**config.mk**
```make
export PLATFORM = sky130hd
export DESIGN_NAME = io_timer_trigger_pin_config
export DESIGN_NICKNAME = d
export VERILOG_FILES = /design/src/rtl/io_sync3.v /design/src/rtl/io_timer_trigger_pin_config.v
export VERILOG_INCLUDE_DIRS = /design/src /design/src/rtl
export SDC_FILE = /design/constraint.sdc
export NUM_CORES = 1
export LEC_CHECK = 0
export ABC_AREA = 1
export BUFFER_PORTS_ARGS = -buffer_cell sky130_fd_sc_hd__buf_4
export CORE_ASPECT_RATIO = 1.5
export CORE_MARGIN = 1
export CORE_UTILIZATION = 39
export DETAILED_ROUTE_END_ITERATION = 10
export PLACE_DENSITY_LB_ADDON = 0.08
export RECOVER_POWER = 25
export SYNTH_ARGS = -nofsm -noshare
export SYNTH_HDL_FRONTEND = slang
export SYNTH_HIERARCHICAL = 1
export SYNTH_SLANG_ARGS = --single-unit
export TNS_END_PERCENT = 1
```
**constraint.sdc**
```tcl
create_clock -name pclk -period 3.39 [get_ports pclk]
set_input_delay 0.5085 -clock pclk [delete_from_list [all_inputs] [get_ports pclk]]
set_output_delay 0.5085 -clock pclk [all_outputs]
set_load 0.005 [all_outputs]
```
**src/rtl/io_timer_consts.vh**
```
`ifndef IO_TIMER_CONSTS_VH
`define IO_TIMER_CONSTS_VH

// ==========================================
// Register map (byte addresses)
`define IOT_ADDR_W 12
`define IOT_OFS_CTRL 12'h000
`define IOT_OFS_STAT 12'h004

// ==========================================
// Timer control field positions
`define IOT_TCHOICE_HI 27
`define IOT_TCHOICE_LO 24
`define IOT_TPOL_BIT 23
`define IOT_TRGORG_BIT 22
`define IOT_PDRIVE_HI 17
`define IOT_PDRIVE_LO 16
`define IOT_PCHOICE_HI 10
`define IOT_PCHOICE_LO 8
`define IOT_PPOL_BIT 7

// Writable bits; reserved bits read back as zero
`define IOT_CTRL_WMASK 32'h0FC30780
`define IOT_CTRL_RESET 32'h00000000

// ==========================================
// Status register bit positions
`define IOT_ST_TRIG_BIT 0
`define IOT_ST_PIN_BIT 1
`define IOT_ST_RAW_BIT 2

// ==========================================
// Pin drive configurations
`define IOT_PCFG_OFF 2'h0
`define IOT_PCFG_OD_OE 2'h1
`define IOT_PCFG_BIDIR 2'h2
`define IOT_PCFG_OUT 2'h3

// Internal trigger choice decode
`define IOT_SEL_PIN_TAG 1'b0
`define IOT_SEL_SHF_TAG 2'h1
`define IOT_SEL_TMR_TAG 2'h3

// Width of the padded source vectors
`define IOT_VEC_W 16
`define IOT_IDX_W 4

`endif

```
**src/rtl/io_sync3.v**
```verilog
`timescale 1ns/10ps

// ==========================================
// Three-stage synchroniser with agreement filter
module io_sync3 #(
   parameter W = 8
) (
   input wire pclk,
   input wire presetn,
   input wire [W-1:0] async_in,
   output wire [W-1:0] sync_out
);

reg [W-1:0] meta_ff;
reg [W-1:0] s2_ff;
reg [W-1:0] s3_ff;
reg [W-1:0] stable_ff;
wire [W-1:0] nxt_stable;

// A bit only moves once stages two and three agree, so a
// sample caught mid-transition never leaks through
assign nxt_stable = (s2_ff & s3_ff) | (stable_ff & (s2_ff | s3_ff));

// Chain; the first stage feeds only the second
always @(posedge pclk or negedge presetn)
begin
   if (!presetn)
   begin
      meta_ff <= {W{1'b0}};
      s2_ff <= {W{1'b0}};
      s3_ff <= {W{1'b0}};
      stable_ff <= {W{1'b0}};
   end
   else
   begin
      meta_ff <= async_in;
      s2_ff <= meta_ff;
      s3_ff <= s2_ff;
      stable_ff <= nxt_stable;
   end
end

assign sync_out = stable_ff;

endmodule

```
**src/rtl/io_timer_trigger_pin_config.v**
```verilog
// Functional notes
// - Internal choice: 2N pin, 4N+1 shifter, 4N+3 timer
// - Origin bit 22: 0 external, 1 internal
// - Polarity bit 23: 1 inverts the trigger
// - Bits 17:16 set the timer pin drive
// - Bits 10:8 pick the timer pin
// - Bits 21:18 and 15:11 read zero
// - Bit 7: 1 makes the pin active low
`timescale 1ns/10ps
`include "io_timer_consts.vh"

module io_timer_trigger_pin_config #(
   parameter NPINS = 8,
   parameter NSHIFT = 4,
   parameter NTIMERS = 4,
   parameter NEXT = 4
) (
   input wire pclk,
   input wire presetn,
   input wire psel,
   input wire penable,
   input wire pwrite,
   input wire [`IOT_ADDR_W-1:0] paddr,
   input wire [31:0] pwdata,
   output wire [31:0] prdata,
   output wire pready,
   output wire pslverr,
   input wire [NPINS-1:0] pin_in,
   input wire [NEXT-1:0] ext_trig,
   input wire [NSHIFT-1:0] shifter_flag,
   input wire [NTIMERS-1:0] timer_trig,
   input wire timer_out,
   output wire [NPINS-1:0] pin_out,
   output wire [NPINS-1:0] pin_oe,
   output wire trigger_active,
   output wire timer_pin_in
);

// ==========================================
// Declarations
reg [31:0] ctrl_ff;
reg [31:0] prdata_ff;
reg pready_ff;
reg pslverr_ff;
reg [NPINS-1:0] pin_out_ff;
reg [NPINS-1:0] pin_oe_ff;
reg trig_ff;
reg pin_in_ff;
reg [31:0] nxt_prdata;
reg nxt_slverr;
reg [NPINS-1:0] nxt_pin_out;
reg [NPINS-1:0] nxt_pin_oe;
reg nxt_int_trig;

wire [NPINS-1:0] pin_sync;
wire [NEXT-1:0] ext_sync;
wire [`IOT_VEC_W-1:0] pin_vec;
wire [`IOT_VEC_W-1:0] ext_vec;
wire [`IOT_VEC_W-1:0] shf_vec;
wire [`IOT_VEC_W-1:0] tmr_vec;
wire [`IOT_IDX_W-1:0] trigger_choice;
wire trigger_polarity;
wire trigger_origin;
wire [1:0] pin_drive_config;
wire [2:0] pin_choice;
wire pin_polarity;
wire apb_setup;
wire apb_done;
wire hit_ctrl;
wire hit_stat;
wire nxt_raw_trig;
wire nxt_trig;
wire nxt_pin_in;
wire drive_level;
wire [31:0] stat_word;

// ==========================================
// Helpers

// Picks one bit of a padded source vector; indices past the
// real source count read as zero
function pick_bit;
   input [`IOT_VEC_W-1:0] vec;
   input [`IOT_IDX_W-1:0] idx;
   begin
      pick_bit = vec[idx];
   end
endfunction

// Exact match of a register offset on the word address
function addr_is;
   input [`IOT_ADDR_W-1:0] addr;
   input [`IOT_ADDR_W-1:0] ofs;
   begin
      addr_is = (addr[`IOT_ADDR_W-1:2] == ofs[`IOT_ADDR_W-1:2]);
   end
endfunction

// ==========================================
// Input synchronisers

// Pins and external triggers come from outside this clock
io_sync3 #(
   .W(NPINS)
) u_pin_sync (
   .pclk(pclk),
   .presetn(presetn),
   .async_in(pin_in),
   .sync_out(pin_sync)
);

io_sync3 #(
   .W(NEXT)
) u_ext_sync (
   .pclk(pclk),
   .presetn(presetn),
   .async_in(ext_trig),
   .sync_out(ext_sync)
);

// Zero-pad every source to the mux width; counts must stay
// below the padded width of sixteen
assign pin_vec = {{(`IOT_VEC_W-NPINS){1'b0}}, pin_sync};
assign ext_vec = {{(`IOT_VEC_W-NEXT){1'b0}}, ext_sync};
assign shf_vec = {{(`IOT_VEC_W-NSHIFT){1'b0}}, shifter_flag};
assign tmr_vec = {{(`IOT_VEC_W-NTIMERS){1'b0}}, timer_trig};

// ==========================================
// Control fields
assign trigger_choice = ctrl_ff[`IOT_TCHOICE_HI:`IOT_TCHOICE_LO];
assign trigger_polarity = ctrl_ff[`IOT_TPOL_BIT];
assign trigger_origin = ctrl_ff[`IOT_TRGORG_BIT];
assign pin_drive_config = ctrl_ff[`IOT_PDRIVE_HI:`IOT_PDRIVE_LO];
assign pin_choice = ctrl_ff[`IOT_PCHOICE_HI:`IOT_PCHOICE_LO];
assign pin_polarity = ctrl_ff[`IOT_PPOL_BIT];

// ==========================================
// APB decode

// One wait state: the access phase ends on its second cycle,
// which gives the read mux a full cycle of slack
assign apb_setup = psel & penable & ~pready_ff;
assign apb_done = psel & penable & pready_ff;
assign hit_ctrl = addr_is(paddr, `IOT_OFS_CTRL);
assign hit_stat = addr_is(paddr, `IOT_OFS_STAT);

// Status word shows the live trigger and pin state
assign stat_word = ({31'h0, trig_ff} << `IOT_ST_TRIG_BIT)
   | ({31'h0, pin_in_ff} << `IOT_ST_PIN_BIT)
   | ({31'h0, nxt_raw_trig} << `IOT_ST_RAW_BIT);

// Read data and error answer, prepared in the wait cycle
always @*
begin
   nxt_prdata = prdata_ff;
   nxt_slverr = pslverr_ff;
   if (apb_setup)
   begin
      nxt_prdata = 32'h00000000;
      nxt_slverr = 1'b0;
      if (hit_ctrl)
      begin
         if (!pwrite)
         begin
            nxt_prdata = ctrl_ff & `IOT_CTRL_WMASK;
         end
      end
      else if (hit_stat)
      begin
         if (!pwrite)
         begin
            nxt_prdata = stat_word;
         end
      end
      else
      begin
         nxt_slverr = 1'b1;
      end
   end
   else if (apb_done)
   begin
      nxt_slverr = 1'b0;
   end
end

// Bus handshake and control register
always @(posedge pclk or negedge presetn)
begin
   if (!presetn)
   begin
      ctrl_ff <= `IOT_CTRL_RESET;
      prdata_ff <= 32'h00000000;
      pready_ff <= 1'b0;
      pslverr_ff <= 1'b0;
   end
   else
   begin
      pready_ff <= apb_setup;
      prdata_ff <= nxt_prdata;
      pslverr_ff <= nxt_slverr;
      // Write lands only on the completing edge; reserved bits
      // never store, so they cannot read back as one
      if (apb_done && pwrite && hit_ctrl)
      begin
         ctrl_ff <= pwdata & `IOT_CTRL_WMASK;
      end
   end
end

// ==========================================
// Trigger selection

// Internal source by the low bits of the choice; values that
// name a missing source simply yield an idle trigger
always @*
begin
   nxt_int_trig = 1'b0;
   if (trigger_choice[0] == `IOT_SEL_PIN_TAG)
   begin
      nxt_int_trig = pick_bit(pin_vec, {1'b0, trigger_choice[3:1]});
   end
   else if (trigger_choice[1:0] == `IOT_SEL_SHF_TAG)
   begin
      nxt_int_trig = pick_bit(shf_vec, {2'h0, trigger_choice[3:2]});
   end
   else
   begin
      nxt_int_trig = pick_bit(tmr_vec, {2'h0, trigger_choice[3:2]});
   end
end

// External triggers index directly by the full choice value
assign nxt_raw_trig = trigger_origin ? nxt_int_trig
   : pick_bit(ext_vec, trigger_choice);

// Active-low triggers are inverted before the timer sees them
assign nxt_trig = nxt_raw_trig ^ trigger_polarity;

// ==========================================
// Timer pin

// Input side: selected pin, polarity folded in
assign nxt_pin_in = pick_bit(pin_vec, {1'b0, pin_choice}) ^ pin_polarity;

// Output side: timer output at the pin's active level
assign drive_level = timer_out ^ pin_polarity;

// Only the chosen pin is touched; all others stay released.
// Open-drain/enable mode puts the level on the enable, which
// also serves as the enable for a partner driving the data.
always @*
begin
   nxt_pin_out = {NPINS{1'b0}};
   nxt_pin_oe = {NPINS{1'b0}};
   case (pin_drive_config)
      `IOT_PCFG_OFF:
      begin
         nxt_pin_oe[pin_choice] = 1'b0;
      end
      `IOT_PCFG_OD_OE:
      begin
         nxt_pin_oe[pin_choice] = drive_level;
      end
      `IOT_PCFG_BIDIR:
      begin
         nxt_pin_out[pin_choice] = drive_level;
      end
      `IOT_PCFG_OUT:
      begin
         nxt_pin_out[pin_choice] = drive_level;
         nxt_pin_oe[pin_choice] = 1'b1;
      end
      default:
      begin
         nxt_pin_oe = {NPINS{1'b0}};
      end
   endcase
end

// Registered outputs keep the pads glitch-free when the
// configuration is rewritten
always @(posedge pclk or negedge presetn)
begin
   if (!presetn)
   begin
      trig_ff <= 1'b0;
      pin_in_ff <= 1'b0;
      pin_out_ff <= {NPINS{1'b0}};
      pin_oe_ff <= {NPINS{1'b0}};
   end
   else
   begin
      trig_ff <= nxt_trig;
      pin_in_ff <= nxt_pin_in;
      pin_out_ff <= nxt_pin_out;
      pin_oe_ff <= nxt_pin_oe;
   end
end

// ==========================================
// Outputs
assign prdata = prdata_ff;
assign pready = pready_ff;
assign pslverr = pslverr_ff;
assign pin_out = pin_out_ff;
assign pin_oe = pin_oe_ff;
assign trigger_active = trig_ff;
assign timer_pin_in = pin_in_ff;

endmodule

```
==> results.json <==
{
  "cts_tree": "built",
  "setup_viol": 0,
  "slew_headroom_pct": -11.6,
  "hold_slack_ns": 0.303,
  "grt-ovfl-total": 0,
  "h-tree-depth": 3,
  "drcViolationCount": 0,
  "ant_nets": 0,
  "die_h_um": 121,
  "dr.pass1.iters": 4,
  "violations": "max-capacitance violations, max-slew violations",
  "drive_above_1_share_pct": 25.7,
  "end_kind": "flop",
  "clock_latency_ns": 0.33,
  "post_cts_buffers": 0,
  "drt-wirelength-per-cell_um": 12.8,
  "critical_path_class": "in -> reg",
  "synthCells": 352,
  "floorplan.initialDensity_pct": 40.7,
  "power.density_nw_per_um2": 519,
  "via_per_inst": 4.61,
  "yosys-top-cells-area": "dfrtp_1 (65%), nand2_1 (6.0%), nor2_1 (5.3%), inv_1 (4.5%), buf_4 (3.7%)",
  "ys_async_sr_fraction_pct": 100,
  "hp-class": "in -> reg",
  "grt_use_total_pct": 16.1,
  "dp_hpwl_um": 5060,
  "drtIter0Drc": 111,
  "grt_pass1_vias": 2540,
  "syn_area_um2": 3660,
  "synth.most_common_cell": "dfrtp_1",
  "timing.final.crit_period_ns": 1.73,
  "nets": 510,
  "routed.top_layer": "met4",
  "ir_drop_uv": 255,
  "vias": 2548,
  "path_clk_slew_ns": 0.06,
  "fill_cells": 856,
  "final.period_utilization_pct": 51.0,
  "yosys.area.top_type": "dfrtp_1",
  "status": "finished with violations",
  "ys_warn_count": 6,
  "cts-buffers-inserted": 9,
  "numPortBuffers": 82,
  "root_buffer": "clkbuf_16",
  "place_congestion": 0.711,
  "slew_viol_final": 69,
  "cp_max_fo": 17,
  "fmaxAchievable_ghz": 0.578,
  "tightest_slew_ns": 1.67,
  "drv_cap": 1,
  "n_antenna_cell": 0,
  "rows": 42,
  "ys_ff_latch": 95,
  "grt_start_max_net_pins": 69,
  "cts_max_path_buffers": 2,
  "rsz0062_at_grt": "no",
  "met2WireLength_um": 3620,
  "grt_pass1_wl_um": 11700,
  "cp_top_family": "buffers and inverters",
  "avgSynthCellArea_um2": 10.4,
  "dieArea_um2": 9780,
  "crit_buf_inv": 3,
  "crit_chain": "buf_4 > nand2_1 > nor2_1 > inv_2 > nor2_1 > inv_1 > nor2_1 > a22o_1",
  "arrival_ns": 1.95,
  "fin_skew_ns": 0.00421,
  "synth_top_flop_cell": "dfrtp_1",
  "cp_common_cell": "nor2_1",
  "fp.coreArea_um2": 8990,
  "die_w_um": 81.1,
  "ys_types": 26,
  "area_delta_synth_final_pct": 26.5,
  "tns_ns": 0,
  "yosysSeqAreaShare_pct": 65.0,
  "cellLeakagePower_nw": 2.40,
  "io_pins": 122,
  "cts.sinks": 95,
  "wl_met1_um": 2920,
  "critPathLaunchType": "input pin",
  "crit_slowest_cell": "inv_1",
  "netlist_top_cells_count": "dfrtp_1 (95), nand2_1 (58), nor2_1 (52)",
  "critical-path-max-stage-delay_ns": 0.49,
  "met3_length_um": 435,
  "cts.repair.resized": 0,
  "antenna_found_initial": 0,
  "ctsHoldBuffers": 0,
  "synth_edf_count": 0,
  "wirelength_um": 7090,
  "yosysTopAreaCellShare_pct": 65.0,
  "required_ns": 3.61,
  "final-hold-violation-count": 0
}
routing by layer:
metal  GRT usage (%)  up-vias
li1                -     1253
met4            6.47        0
met5               0        -
met1            19.1     1205
met2            27.3       83
met3            4.23        7
worst paths after layout:
check,from,to,slack [ns],depth (start not counted)
worst max-delay path,psel,prdata[1],1.66,8
worst min-delay path,pin_in[4],u_pin_sync/meta_ff[4],0.30,1
worst max register to register,pready,prdata[1],1.66,6
worst min register to register,u_ext_sync/meta_ff[2],u_ext_sync/s2_ff[2],0.35,0
max in group asynchronous,presetn,u_ext_sync/sync_out[2],1.74,2
min in group asynchronous,presetn,pin_oe[5],0.61,1
flip-flops by register name, indices dropped and copies added (netlist names):
register / flops
trigger_active: 1
u_pin_sync/s3_ff: 8
u_pin_sync/meta_ff: 8
u_ext_sync/s2_ff: 4
u_ext_sync/s3_ff: 4
pin_out: 8
ctrl_ff: 12
prdata: 15
u_pin_sync/s2_ff: 8
pin_oe: 8
pslverr: 1
pready: 1
u_pin_sync/sync_out: 8
timer_pin_in: 1
u_ext_sync/meta_ff: 4
u_ext_sync/sync_out: 4
cell families after synthesis:
group           after synthesis  share of synthesized area, %
compound gates               47                          9.23
xor+xnor                      1                         0.239
buf+inv                      70                          9.68
flops                        95                          65.0
other cells                   1                         0.103
simple gates                138                          15.8
metrics by stage:
stage	power (mW)	worst slack [ns]	instances	utilization [%]	area, µm²
global placement	1.36	1.30	539	48.0	4310
global route	2.51	1.38	553	51.5	4630
CTS	2.44	1.64	553	51.5	4630
finish	2.40	1.66	553	51.5	4630
floorplan	1.28	1.86	368	-	3720
detailed placement	1.36	1.29	539	48.0	4310
worst register-to-register path, delay by kind of cell, from the launching register on:
kind	cells	cell delay [ns]
flip-flops	1	0.37
buffers and inverters	2	0.72
AO/OA/AOI/OAI	1	0.21
AND/OR/NAND/NOR	3	0.31
power by group:
| group | switching, mW | internal, mW | leakage, nW | total (mW) |
|---|---|---|---|---|
| combinational | 0.0758 | 0.0621 | 1.10 | 0.138 |
| sequential | 0.0228 | 1.18 | 1.14 | 1.20 |
| clock | 0.387 | 0.677 | 0.154 | 1.06 |
final cells by class:
class                   count  area [µm²]  share of cell area, %
flip-flops and latches     95        2380                   51.4
multi-input cells         203         987                   21.3
repair buffers             84         628                   13.6
clock buffers              11         253                   5.46
inverters                  47         176                   3.81
well taps                 110         138                   2.97
clock inverters             3        67.6                   1.46
placed cells by master, fill, tap and decap left out:
cell and count:
clkbuf_8 2, o21ai_0 3, nand2_1 58, nand4_1 2, o31ai_1 2, or2_0 1, clkbuf_4 12, clkbuf_16 9
bufinv_16 2, nand3_1 21, a21oi_1 24, conb_1 17, inv_2 3, o22ai_1 5, nand2_2 1, xor2_1 1
nor2_1 52, o21ai_1 1, a22o_1 2, dfrtp_1 95, buf_4 71, o31ai_2 9, o31ai_4 1, clkbuf_2 1
nand3_4 1, or2_1 1, nor3_2 1, inv_1 44, clkinvlp_4 1
Note: power is estimated with default switching activity, not from simulation.
